==> src/pcrb_map.svh <==
// register offsets, field positions and reset values of the loop-one bank
`ifndef PCRB_MAP_SVH
`define PCRB_MAP_SVH

// ==========================================
// offsets
`define PCRB_OFS_FIRST 8'h08
`define PCRB_NUM_REGS 7
`define PCRB_OFS_REF_DIV 8'h08
`define PCRB_OFS_FB_LOW 8'h09
`define PCRB_OFS_FILTER_FB_HIGH 8'h0a
`define PCRB_OFS_PUMP 8'h0b
`define PCRB_OFS_SPREAD_REF 8'h0c
`define PCRB_OFS_SPREAD_FB_HIGH 8'h0d
`define PCRB_OFS_SPREAD_FB_LOW 8'h0e

// ==========================================
// reset values
`define PCRB_RST_REF_DIV 8'h19
`define PCRB_RST_FB_LOW 8'h58
`define PCRB_RST_FILTER_FB_HIGH 8'hb2
`define PCRB_RST_PUMP 8'h06
`define PCRB_RST_SPREAD_REF 8'h00
`define PCRB_RST_SPREAD_FB_HIGH 8'h00
`define PCRB_RST_SPREAD_FB_LOW 8'h00
`define PCRB_RST_REF_RATIO 6'h19
`define PCRB_RST_FB_RATIO 11'h258
`define PCRB_UNMAPPED_DATA 8'h00

// ==========================================
// field positions
`define PCRB_BIT_DIV_ONE 7
`define PCRB_BIT_DIV_TWO 6
`define PCRB_BIT_RES_100K 7
`define PCRB_BIT_RES_50K 6
`define PCRB_BIT_RES_25K 5
`define PCRB_BIT_RES_12K5 4
`define PCRB_BIT_RES_1K 3
`define PCRB_BIT_PUMP_32 7
`define PCRB_BIT_PUMP_16 6
`define PCRB_BIT_PUMP_8 5
`define PCRB_BIT_PUMP_4 4
`define PCRB_BIT_PUMP_2 3
`define PCRB_BIT_PUMP_1 2
`define PCRB_BIT_PUMP_DIV24 1
`define PCRB_BIT_PUMP_DIV3 0
`define PCRB_BIT_SPREAD_23 7

`endif

==> src/pcrb_pkg.sv <==
// types shared by the loop-one configuration bank
package pcrb_pkg;

    // ==========================================
    // register access request
    typedef struct packed {
        logic wr;
        logic rd;
        logic [7:0] addr;
        logic [7:0] wdata;
    } pcrb_req_t;

    // ==========================================
    // static configuration to the analogue loop
    typedef struct packed {
        logic ref_div_by_one_select;
        logic ref_div_by_two_select;
        logic [5:0] ref_divide_ratio;
        logic [10:0] feedback_divide_ratio;
        logic filter_res_100k_add;
        logic filter_res_50k_add;
        logic filter_res_25k_add;
        logic filter_res_12k5_add;
        logic filter_res_1k_only;
        logic pump_weight_32;
        logic pump_weight_16;
        logic pump_weight_8;
        logic pump_weight_4;
        logic pump_weight_2;
        logic pump_weight_1;
        logic pump_divide_24;
        logic pump_divide_3;
        logic spread_ref_divide_23;
        logic [6:0] spread_ref_divide;
        logic [15:0] spread_feedback_divide;
    } pcrb_cfg_t;

endpackage

==> src/pcrb_read_mux.sv <==
// read selection over the bank, zero for unmapped offsets
`timescale 1ns/1ps
`include "pcrb_map.svh"
module pcrb_read_mux #(
    parameter int NUM = `PCRB_NUM_REGS
) (
    // bank contents
    input wire logic [NUM-1:0][7:0] regs,
    // address
    input wire logic [7:0] addr,
    // selection
    output logic hit,
    output logic [7:0] data
);

    logic [7:0] idx;

    always_comb begin
        idx = addr - `PCRB_OFS_FIRST;
        hit = (addr >= `PCRB_OFS_FIRST) && (idx < 8'(NUM));
        data = `PCRB_UNMAPPED_DATA;
        if (hit) begin
            data = regs[idx[$clog2(NUM)-1:0]];
        end
    end

endmodule

==> src/pcrb_reg_byte.sv <==
// one read/write byte with a fixed reset value
`timescale 1ns/1ps
module pcrb_reg_byte #(
    parameter logic [7:0] RESET_VAL = 8'h00
) (
    // clock and reset
    input wire logic clk,
    input wire logic rst,
    // write side
    input wire logic wr_en,
    input wire logic [7:0] wdata,
    // stored value
    output logic [7:0] q
);

    always_ff @(posedge clk) begin
        if (rst) begin
            q <= RESET_VAL;
        end else if (wr_en) begin
            q <= wdata;
        end
    end

endmodule

==> src/pcrb_top.sv <==
// loop-one configuration register bank, offsets 08h to 0eh
`timescale 1ns/1ps
`include "pcrb_map.svh"
module pcrb_top #(
    parameter int NUM_REGS = `PCRB_NUM_REGS
) (
    // clock and reset
    input wire logic SYS_CLK,
    input wire logic SYS_RST,
    // register access from the serial control interface
    input wire pcrb_pkg::pcrb_req_t REG_REQ,
    output logic REG_HIT,
    output logic REG_RVALID,
    output logic [7:0] REG_RDATA,
    // configuration to the loop
    output pcrb_pkg::pcrb_cfg_t CFG
);
    import pcrb_pkg::*;

    // ==========================================
    // bank storage
    localparam logic [8*`PCRB_NUM_REGS-1:0] RST_TABLE = {
        `PCRB_RST_SPREAD_FB_LOW,
        `PCRB_RST_SPREAD_FB_HIGH,
        `PCRB_RST_SPREAD_REF,
        `PCRB_RST_PUMP,
        `PCRB_RST_FILTER_FB_HIGH,
        `PCRB_RST_FB_LOW,
        `PCRB_RST_REF_DIV
    };

    logic [NUM_REGS-1:0][7:0] regs;
    logic [NUM_REGS-1:0] wr_sel;
    logic mux_hit;
    logic [7:0] mux_data;

    genvar gi;
    generate
        for (gi = 0; gi < NUM_REGS; gi++) begin : g_reg
            localparam logic [7:0] OFS = 8'(`PCRB_OFS_FIRST + gi);
            // byte write strobe per offset
            assign wr_sel[gi] = REG_REQ.wr && (REG_REQ.addr == OFS);
            pcrb_reg_byte #(
                .RESET_VAL(RST_TABLE[gi*8 +: 8])
            ) u_byte (
                .clk(SYS_CLK),
                .rst(SYS_RST),
                .wr_en(wr_sel[gi]),
                .wdata(REG_REQ.wdata),
                .q(regs[gi])
            );
        end
    endgenerate

    // ==========================================
    // read path
    pcrb_read_mux #(
        .NUM(NUM_REGS)
    ) u_mux (
        .regs(regs),
        .addr(REG_REQ.addr),
        .hit(mux_hit),
        .data(mux_data)
    );

    assign REG_HIT = mux_hit;

    // read data captured on the read edge, no side effects
    always_ff @(posedge SYS_CLK) begin
        if (SYS_RST) begin
            REG_RDATA <= `PCRB_UNMAPPED_DATA;
        end else if (REG_REQ.rd) begin
            REG_RDATA <= mux_data;
        end
    end

    always_ff @(posedge SYS_CLK) begin
        if (SYS_RST) begin
            REG_RVALID <= 1'b0;
        end else begin
            REG_RVALID <= REG_REQ.rd;
        end
    end

    // ==========================================
    // byte views
    localparam int I_REF = int'(`PCRB_OFS_REF_DIV) - int'(`PCRB_OFS_FIRST);
    localparam int I_FBL = int'(`PCRB_OFS_FB_LOW) - int'(`PCRB_OFS_FIRST);
    localparam int I_FLT = int'(`PCRB_OFS_FILTER_FB_HIGH) - int'(`PCRB_OFS_FIRST);
    localparam int I_PMP = int'(`PCRB_OFS_PUMP) - int'(`PCRB_OFS_FIRST);
    localparam int I_SRF = int'(`PCRB_OFS_SPREAD_REF) - int'(`PCRB_OFS_FIRST);
    localparam int I_SFH = int'(`PCRB_OFS_SPREAD_FB_HIGH) - int'(`PCRB_OFS_FIRST);
    localparam int I_SFL = int'(`PCRB_OFS_SPREAD_FB_LOW) - int'(`PCRB_OFS_FIRST);

    logic [7:0] b_ref;
    logic [7:0] b_fbl;
    logic [7:0] b_flt;
    logic [7:0] b_pmp;
    logic [7:0] b_srf;
    logic [7:0] b_sfh;
    logic [7:0] b_sfl;

    assign b_ref = regs[I_REF];
    assign b_fbl = regs[I_FBL];
    assign b_flt = regs[I_FLT];
    assign b_pmp = regs[I_PMP];
    assign b_srf = regs[I_SRF];
    assign b_sfh = regs[I_SFH];
    assign b_sfl = regs[I_SFL];

    // ==========================================
    // configuration fields
    assign CFG.ref_div_by_one_select = b_ref[`PCRB_BIT_DIV_ONE];
    assign CFG.ref_div_by_two_select = b_ref[`PCRB_BIT_DIV_TWO];
    assign CFG.ref_divide_ratio = b_ref[5:0];
    assign CFG.feedback_divide_ratio = {b_flt[2:0], b_fbl};
    assign CFG.filter_res_100k_add = b_flt[`PCRB_BIT_RES_100K];
    assign CFG.filter_res_50k_add = b_flt[`PCRB_BIT_RES_50K];
    assign CFG.filter_res_25k_add = b_flt[`PCRB_BIT_RES_25K];
    assign CFG.filter_res_12k5_add = b_flt[`PCRB_BIT_RES_12K5];
    assign CFG.filter_res_1k_only = b_flt[`PCRB_BIT_RES_1K];
    assign CFG.pump_weight_32 = b_pmp[`PCRB_BIT_PUMP_32];
    assign CFG.pump_weight_16 = b_pmp[`PCRB_BIT_PUMP_16];
    assign CFG.pump_weight_8 = b_pmp[`PCRB_BIT_PUMP_8];
    assign CFG.pump_weight_4 = b_pmp[`PCRB_BIT_PUMP_4];
    assign CFG.pump_weight_2 = b_pmp[`PCRB_BIT_PUMP_2];
    assign CFG.pump_weight_1 = b_pmp[`PCRB_BIT_PUMP_1];
    assign CFG.pump_divide_24 = b_pmp[`PCRB_BIT_PUMP_DIV24];
    assign CFG.pump_divide_3 = b_pmp[`PCRB_BIT_PUMP_DIV3];
    assign CFG.spread_ref_divide_23 = b_srf[`PCRB_BIT_SPREAD_23];
    assign CFG.spread_ref_divide = b_srf[6:0];
    assign CFG.spread_feedback_divide = {b_sfh, b_sfl};
endmodule

==> config.mk <==
export PLATFORM = sky130hd
export DESIGN_NAME = pcrb_top
export DESIGN_NICKNAME = d
export VERILOG_FILES = /design/src/pcrb_pkg.sv /design/src/pcrb_read_mux.sv /design/src/pcrb_reg_byte.sv /design/src/pcrb_top.sv
export VERILOG_INCLUDE_DIRS = /design/src
export SDC_FILE = /design/constraint.sdc
export NUM_CORES = 1
export LEC_CHECK = 0
export BUFFER_PORTS_ARGS = -buffer_cell sky130_fd_sc_hd__buf_4
export CELL_PAD_IN_SITES_DETAIL_PLACEMENT = 0
export CELL_PAD_IN_SITES_GLOBAL_PLACEMENT = 1
export CORE_MARGIN = 2
export CORE_UTILIZATION = 40
export DETAILED_ROUTE_END_ITERATION = 12
export PLACE_DENSITY = 0.76
export SYNTH_ARGS = -nofsm -noshare
export SYNTH_HDL_FRONTEND = slang
export SYNTH_SLANG_ARGS = --single-unit
export TNS_END_PERCENT = 10
==> constraint.sdc <==
create_clock -name SYS_CLK -period 2.6 [get_ports SYS_CLK]
set_input_delay 0.78 -clock SYS_CLK [delete_from_list [all_inputs] [get_ports SYS_CLK]]
set_output_delay 0.78 -clock SYS_CLK [all_outputs]
set_load 0.05 [all_outputs]
== Word-level counts from Yosys, hierarchy flattened ==
Cells that the tools add are included.

* Register bits after elaboration: 65
* Input port bits: 20
* Output and inout port bits: 66

* Add/sub/neg operators: 1
* Magnitude comparators: 3
* Equal/unequal tests: 7
* Multiplexer cells: 3
* Reduce and logical (&&, ||, !) cells: 8

{| class="wikitable"
|+ Operator list
! kind !! count
|-
| $eq A8 B4 Y1 const B || 7
|-
| $bmux W8 S3 || 1
|-
| $mux W8 || 2
|-
| $ge A8 B4 Y1 const B || 1
|-
| $logic_and A1 B1 Y1 || 8
|-
| $lt A8 B3 Y1 const B || 1
|-
| $sub A8 B4 Y8 const B || 1
|-
| $lt A3 B4 Y1 const B || 1
|}

== Logic depth before layout (Yosys ltp) ==
* Depth after elaboration: 4
* Depth in mapped cells: 6
* Depth with buffers taken out: 5

== By module ==
Synthesis repeated with hierarchy kept, for this count alone.

* Cells, all modules: 296
* Area total of the unflattened synthesis: 3027.9 sq um

{| class="wikitable"
|+ Modules (own cells, without submodules)
! module !! times used !! cells each !! area an instance (sq um) !! sequential area each (sq um)
|-
| pcrb_reg_byte (g_reg[0].u_byte ...) || 3 || 26 || 296.5 || 160.2
|-
| pcrb_reg_byte (g_reg[4].u_byte ...) || 3 || 26 || 285.3 || 160.2
|-
| pcrb_read_mux || 1 || 72 || 605.6 || 0.0
|-
| pcrb_top || 1 || 42 || 384.1 || 180.2
|-
| pcrb_reg_byte (g_reg[3].u_byte) || 1 || 26 || 292.8 || 160.2
|}

== Worst setup path after synthesis ==
OpenSTA, ideal clock, no wires.

* Path type: input to output
* From: input REG_REQ[12] in the netlist's numbering
* To: output REG_HIT
* Arrival time: 1825 ps
* Data required time: 1820 ps
* Setup slack: -5 ps
* Stages: 4
* Path buffers: 0
* Cell sequence: inv_1 -> ha_1 -> nor4bb_1 -> and3_1

* Word-level cells in the longest chain between the ends: 3
* Elaborated cells between the ends (all ways): 4
* Classes of those cells: 1 x add/sub; 2 x order compare; 1 x reduce/logical

{| class="wikitable"
|+ Ends and longest elaborated chain
! element !! RTL line !! RTL
|-
| start: declaration || pcrb_top.sv:11 || <nowiki>input wire pcrb_pkg::pcrb_req_t REG_REQ,</nowiki>
|-
| $sub A8 B4 Y8 (no line) || -- ||
|-
| $lt A8 B3 Y1 || pcrb_read_mux.sv:20 || <nowiki>hit = (addr >= `PCRB_OFS_FIRST) && (idx < 8'(NUM));</nowiki>
|-
| $logic_and A1 B1 Y1 (*) || pcrb_read_mux.sv:20 ||
|-
| end: declaration || pcrb_top.sv:12 || <nowiki>output logic REG_HIT,</nowiki>
|}

Mark *: on every way between the ends. The rest lies on a longest branch, timed or not.

== Worst setup path in the final report ==
Same ends and word-level chain as after synthesis.

==> run_summary.xml <==
<?xml version="1.0" encoding="UTF-8"?>
<metrics>
  <group name="power_and_ir_drop">
    <metric name="worst_ir_drop_vdd" unit="V">0.000189</metric>
    <metric name="total_leakage_power" unit="nW">1.89</metric>
    <metric name="total_power" unit="mW">2.08</metric>
    <metric name="p_per_area" unit="nW/µm²">483</metric>
  </group>
  <group name="clock_network">
    <metric name="cts_hold_repair.buffers" unit="">0</metric>
    <metric name="clkSlewWorstSetupHoldPaths" unit="ns">0.07</metric>
    <metric name="cts.htree.levels" unit="">3</metric>
    <metric name="cts_sinks" unit="">65</metric>
    <metric name="cts_root_buf" unit="">clkbuf_8</metric>
    <metric name="cts_buffers" unit="">9</metric>
    <metric name="insertion_delay" unit="ns">0.33</metric>
    <metric name="cts_buffer_depth" unit="">2</metric>
    <metric name="tritoncts" unit="">built</metric>
  </group>
  <group name="yosys">
    <metric name="synth_warnings" unit="">0</metric>
    <metric name="async_reset_ff_share" unit="%">0</metric>
    <metric name="synth_sequential_area_ratio" unit="%">40.3</metric>
    <metric name="netlist_top_cells_count" unit="">dfxtp_1, mux2i_1, nand2b_1</metric>
    <metric name="synth_seq_cells" unit="">65</metric>
    <metric name="synth-main-ff-cell" unit="">dfxtp_1</metric>
    <metric name="yosys.area.top_type" unit="">dfxtp_1</metric>
    <metric name="syn_inst" unit="">326</metric>
    <metric name="synth_cell_types" unit="">36</metric>
    <metric name="synthMostInstantiatedCell" unit="">dfxtp_1</metric>
    <metric name="cell_area_synth" unit="µm²">3230</metric>
    <metric name="postSynthAreaPerCell" unit="µm²">9.89</metric>
    <metric name="syn-num-nets" unit="">348</metric>
    <metric name="synthDominantCellAreaShare" unit="%">40.3</metric>
    <metric name="ys_top_cells_by_area" unit="">dfxtp_1, mux2i_1, nand2b_1, a32o_1, o221ai_1</metric>
    <metric name="synth_enable_flop_cells" unit="">0</metric>
  </group>
  <group name="floorplanning">
    <metric name="num_rows" unit="">32</metric>
    <metric name="floorplan.initialDensity" unit="%">41.5</metric>
    <metric name="die_footprint" unit="µm²">8800</metric>
    <metric name="die_width" unit="µm">93.8</metric>
    <metric name="floorplan.die.height" unit="µm">93.8</metric>
    <metric name="design.portCount" unit="">86</metric>
    <metric name="core_area" unit="µm²">7770</metric>
  </group>
  <group name="routing">
    <metric name="dr_total_vias" unit="">2886</metric>
    <metric name="vias_per_cell" unit="">5.46</metric>
    <metric name="wirelength" unit="mm">9.74</metric>
    <metric name="drc_violation_count_after_routing" unit="">0</metric>
    <metric name="initialDrtViolationCount" unit="">143</metric>
    <metric name="drtAntennaViolNets" unit="">0</metric>
    <metric name="drt-wirelength-per-cell" unit="µm">18.4</metric>
    <metric name="drt_first_pass_iters" unit="">4</metric>
  </group>
  <group name="min_path">
    <metric name="worstHoldPathType" unit="">reg -&gt; reg</metric>
    <metric name="hold_end" unit="">REG_RDATA[3]$_SDFFE_PP0P_</metric>
    <metric name="timing.hold.worst_path_depth" unit="">1</metric>
    <metric name="worst_hold_startpoint" unit="">REG_RDATA[3]$_SDFFE_PP0P_</metric>
  </group>
  <group name="grt">
    <metric name="number_of_global_route_vias_before_repair" unit="">2935</metric>
    <metric name="grt_pass1_wl" unit="mm">15.4</metric>
    <metric name="grt_max_degree" unit="">35</metric>
    <metric name="groute.usage.overall" unit="%">22.9</metric>
    <metric name="globalRouteOverflowTotal" unit="">0</metric>
    <metric name="antenna_found_initial" unit="">0</metric>
  </group>
  <group name="sta">
    <metric name="setup-tns-final" unit="ns">0</metric>
    <metric name="min_period" unit="ns">2.51</metric>
    <metric name="hold_viol_final" unit="">0</metric>
    <metric name="maxSlewHeadroom" unit="%">65.6</metric>
    <metric name="clock-skew-final" unit="ns">0.00678</metric>
    <metric name="fin_worst_hold_slack" unit="ns">0.482</metric>
    <metric name="setup_violations" unit="">0</metric>
    <metric name="final_min_period_over_clock_period" unit="%">96.7</metric>
    <metric name="rsz_0062_raised_after_global_routing" unit="">false</metric>
    <metric name="fmax" unit="GHz">0.398</metric>
    <metric name="final_slew_viol_count" unit="">0</metric>
    <metric name="worst-slew-pin-transition" unit="ns">0.514</metric>
  </group>
  <group name="critical_path">
    <metric name="critical_path.slowest_cell" unit="">ha_1</metric>
    <metric name="worstReg2RegStart" unit="">g_reg[1].u_byte.q[6]$_SDFFE_PP1P_</metric>
    <metric name="worst_reg2reg_endpoint" unit="">REG_RDATA[6]$_SDFFE_PP0P_</metric>
    <metric name="critical_path_required" unit="ns">1.82</metric>
    <metric name="cp.buffers_inverters" unit="">3</metric>
    <metric name="setup.worst_path.start_class" unit="">input port</metric>
    <metric name="slowest_delay" unit="ns">0.27</metric>
    <metric name="worstPathArrival" unit="ns">1.73</metric>
    <metric name="rr_worst_depth" unit="">3</metric>
    <metric name="r2r_slack" unit="ns">1.54</metric>
    <metric name="timing.critical_path.fanout_max" unit="">2</metric>
    <metric name="crit_type" unit="">in -&gt; out</metric>
    <metric name="critical_path.cell_chain" unit="">buf_4 &gt; inv_1 &gt; ha_1 &gt; nor4bb_4 &gt; and3_4 &gt; buf_8</metric>
    <metric name="cp_top_family" unit="">simple AND/OR/NAND/NOR gates</metric>
    <metric name="worst_setup_path_end_kind" unit="">primary output</metric>
  </group>
  <group name="status">
    <metric name="status" unit="">finished clean</metric>
  </group>
  <group name="place">
    <metric name="port_buffers" unit="">85</metric>
    <metric name="dp.final_hpwl" unit="mm">7.15</metric>
    <metric name="gp_congestion" unit="">0.842</metric>
    <metric name="place_area" unit="µm²">4080</metric>
  </group>
  <group name="cells_and_area">
    <metric name="fin_nets" unit="">445</metric>
    <metric name="fraction_of_layout_cells_with_a_size_suffix_above_1" unit="%">33.5</metric>
    <metric name="n_antenna_cell" unit="">0</metric>
    <metric name="nFillCells" unit="">718</metric>
    <metric name="final_core_utilization" unit="%">55.3</metric>
    <metric name="stdcell_area" unit="µm²">4300</metric>
    <metric name="flow.area_growth_from_synthesis" unit="%">33.2</metric>
  </group>
  <group name="flow_run">
    <metric name="timing.max_cap.violations" unit="">0</metric>
  </group>
</metrics>
-- layout make-up --
| class | instances | area (µm²) | share of cell area (%) |
|---|---|---|---|
| Clock buffer | 12 | 155 | 3.61 |
| Clock inverter | 3 | 40.0 | 0.932 |
| Inverter | 11 | 41.3 | 0.961 |
| Multi-Input combinational cell | 222 | 1770 | 41.2 |
| Sequential cell | 65 | 1300 | 30.3 |
| Tap cell | 102 | 128 | 2.97 |
| Timing Repair Buffer | 114 | 863 | 20.1 |
-- cell usage in the layout (no fill, tap or decap), types with 2 or more instances in the layout --
| master | instances |
|---|---|
| a22oi_1 | 8 |
| o31ai_1 | 8 |
| nor2_1 | 18 |
| or4b_2 | 2 |
| ha_1 | 2 |
| o21ai_0 | 5 |
| nor2b_1 | 3 |
| a32o_1 | 8 |
| inv_1 | 11 |
| nand4_1 | 9 |
| a21oi_1 | 13 |
| clkinv_2 | 2 |
| a211o_1 | 3 |
| buf_4 | 113 |
| nand2b_1 | 40 |
| nor3b_2 | 3 |
| and3_1 | 3 |
| dfxtp_1 | 65 |
| or4_1 | 3 |
| or3b_1 | 2 |
| mux2i_1 | 64 |
| nor4_2 | 2 |
| clkbuf_8 | 11 |
| o221ai_1 | 8 |
| nor4b_2 | 2 |
| nand3_1 | 6 |
-- routing by layer --
layer / track usage [%] / share of wire (%)
met3: 3.45 / 5.6
met2: 36.7 / 46
met4: 8.33 / 1.3
met1: 31.2 / 47
met5: 0 / 0
-- registers in the layout, summed over array words and instances, names as in the netlist --
signal      count
REG_RVALID      1
g.u_byte.q     56
REG_RDATA       8
-- stage by stage --
step           cells  worst slack (ns)
3_3_place_gp     514           -0.0328
6_report         529            0.0850
3_5_place_dp     514           -0.0708
4_1_cts          529            0.0700
5_1_grt          529           0.00912
2_1_floorplan    326             0.114
-- worst max-delay path by stage --
stage / startpoint / endpoint / slack, ns / cells past startpoint
after detailed placement: REG_REQ[12] / REG_HIT / -0.07 / 6
final: REG_REQ[12] / REG_HIT / 0.09 / 6
after floorplan: REG_REQ[12] / REG_HIT / 0.11 / 4
after global routing: REG_REQ[12] / REG_HIT / 0.009 / 6
after CTS: REG_REQ[12] / REG_HIT / 0.07 / 6
after global placement: REG_REQ[12] / REG_HIT / -0.03 / 6
-- where the power goes --
| group | internal, mW | switching (mW) |
|---|---|---|
| clock | 0.488 | 0.379 |
| sequential | 0.998 | 0.00145 |
| combinational | 0.0866 | 0.125 |
-- cells by family (layout without fill, tap and decap cells) --
group,Yosys count,in the layout,share of synthesized area [%]
and+or+nand+nor,102,102,21.3
DFF,65,65,40.3
muxes,64,64,19.9
AOI/OAI and AO/OA,53,53,12.0
buffers and inverters,39,140,5.43
adders and majority gates,2,2,0.776
xor gates and xnor gates,1,1,0.272
-- timing repair --
action	4_1_cts	5_1_grt
buffers inserted	0	0
setup endpoints to repair	1	0
gates resized for setup	5	0
endpoints found under the hold margin	0	0
Power figures use the tool's default switching activity.
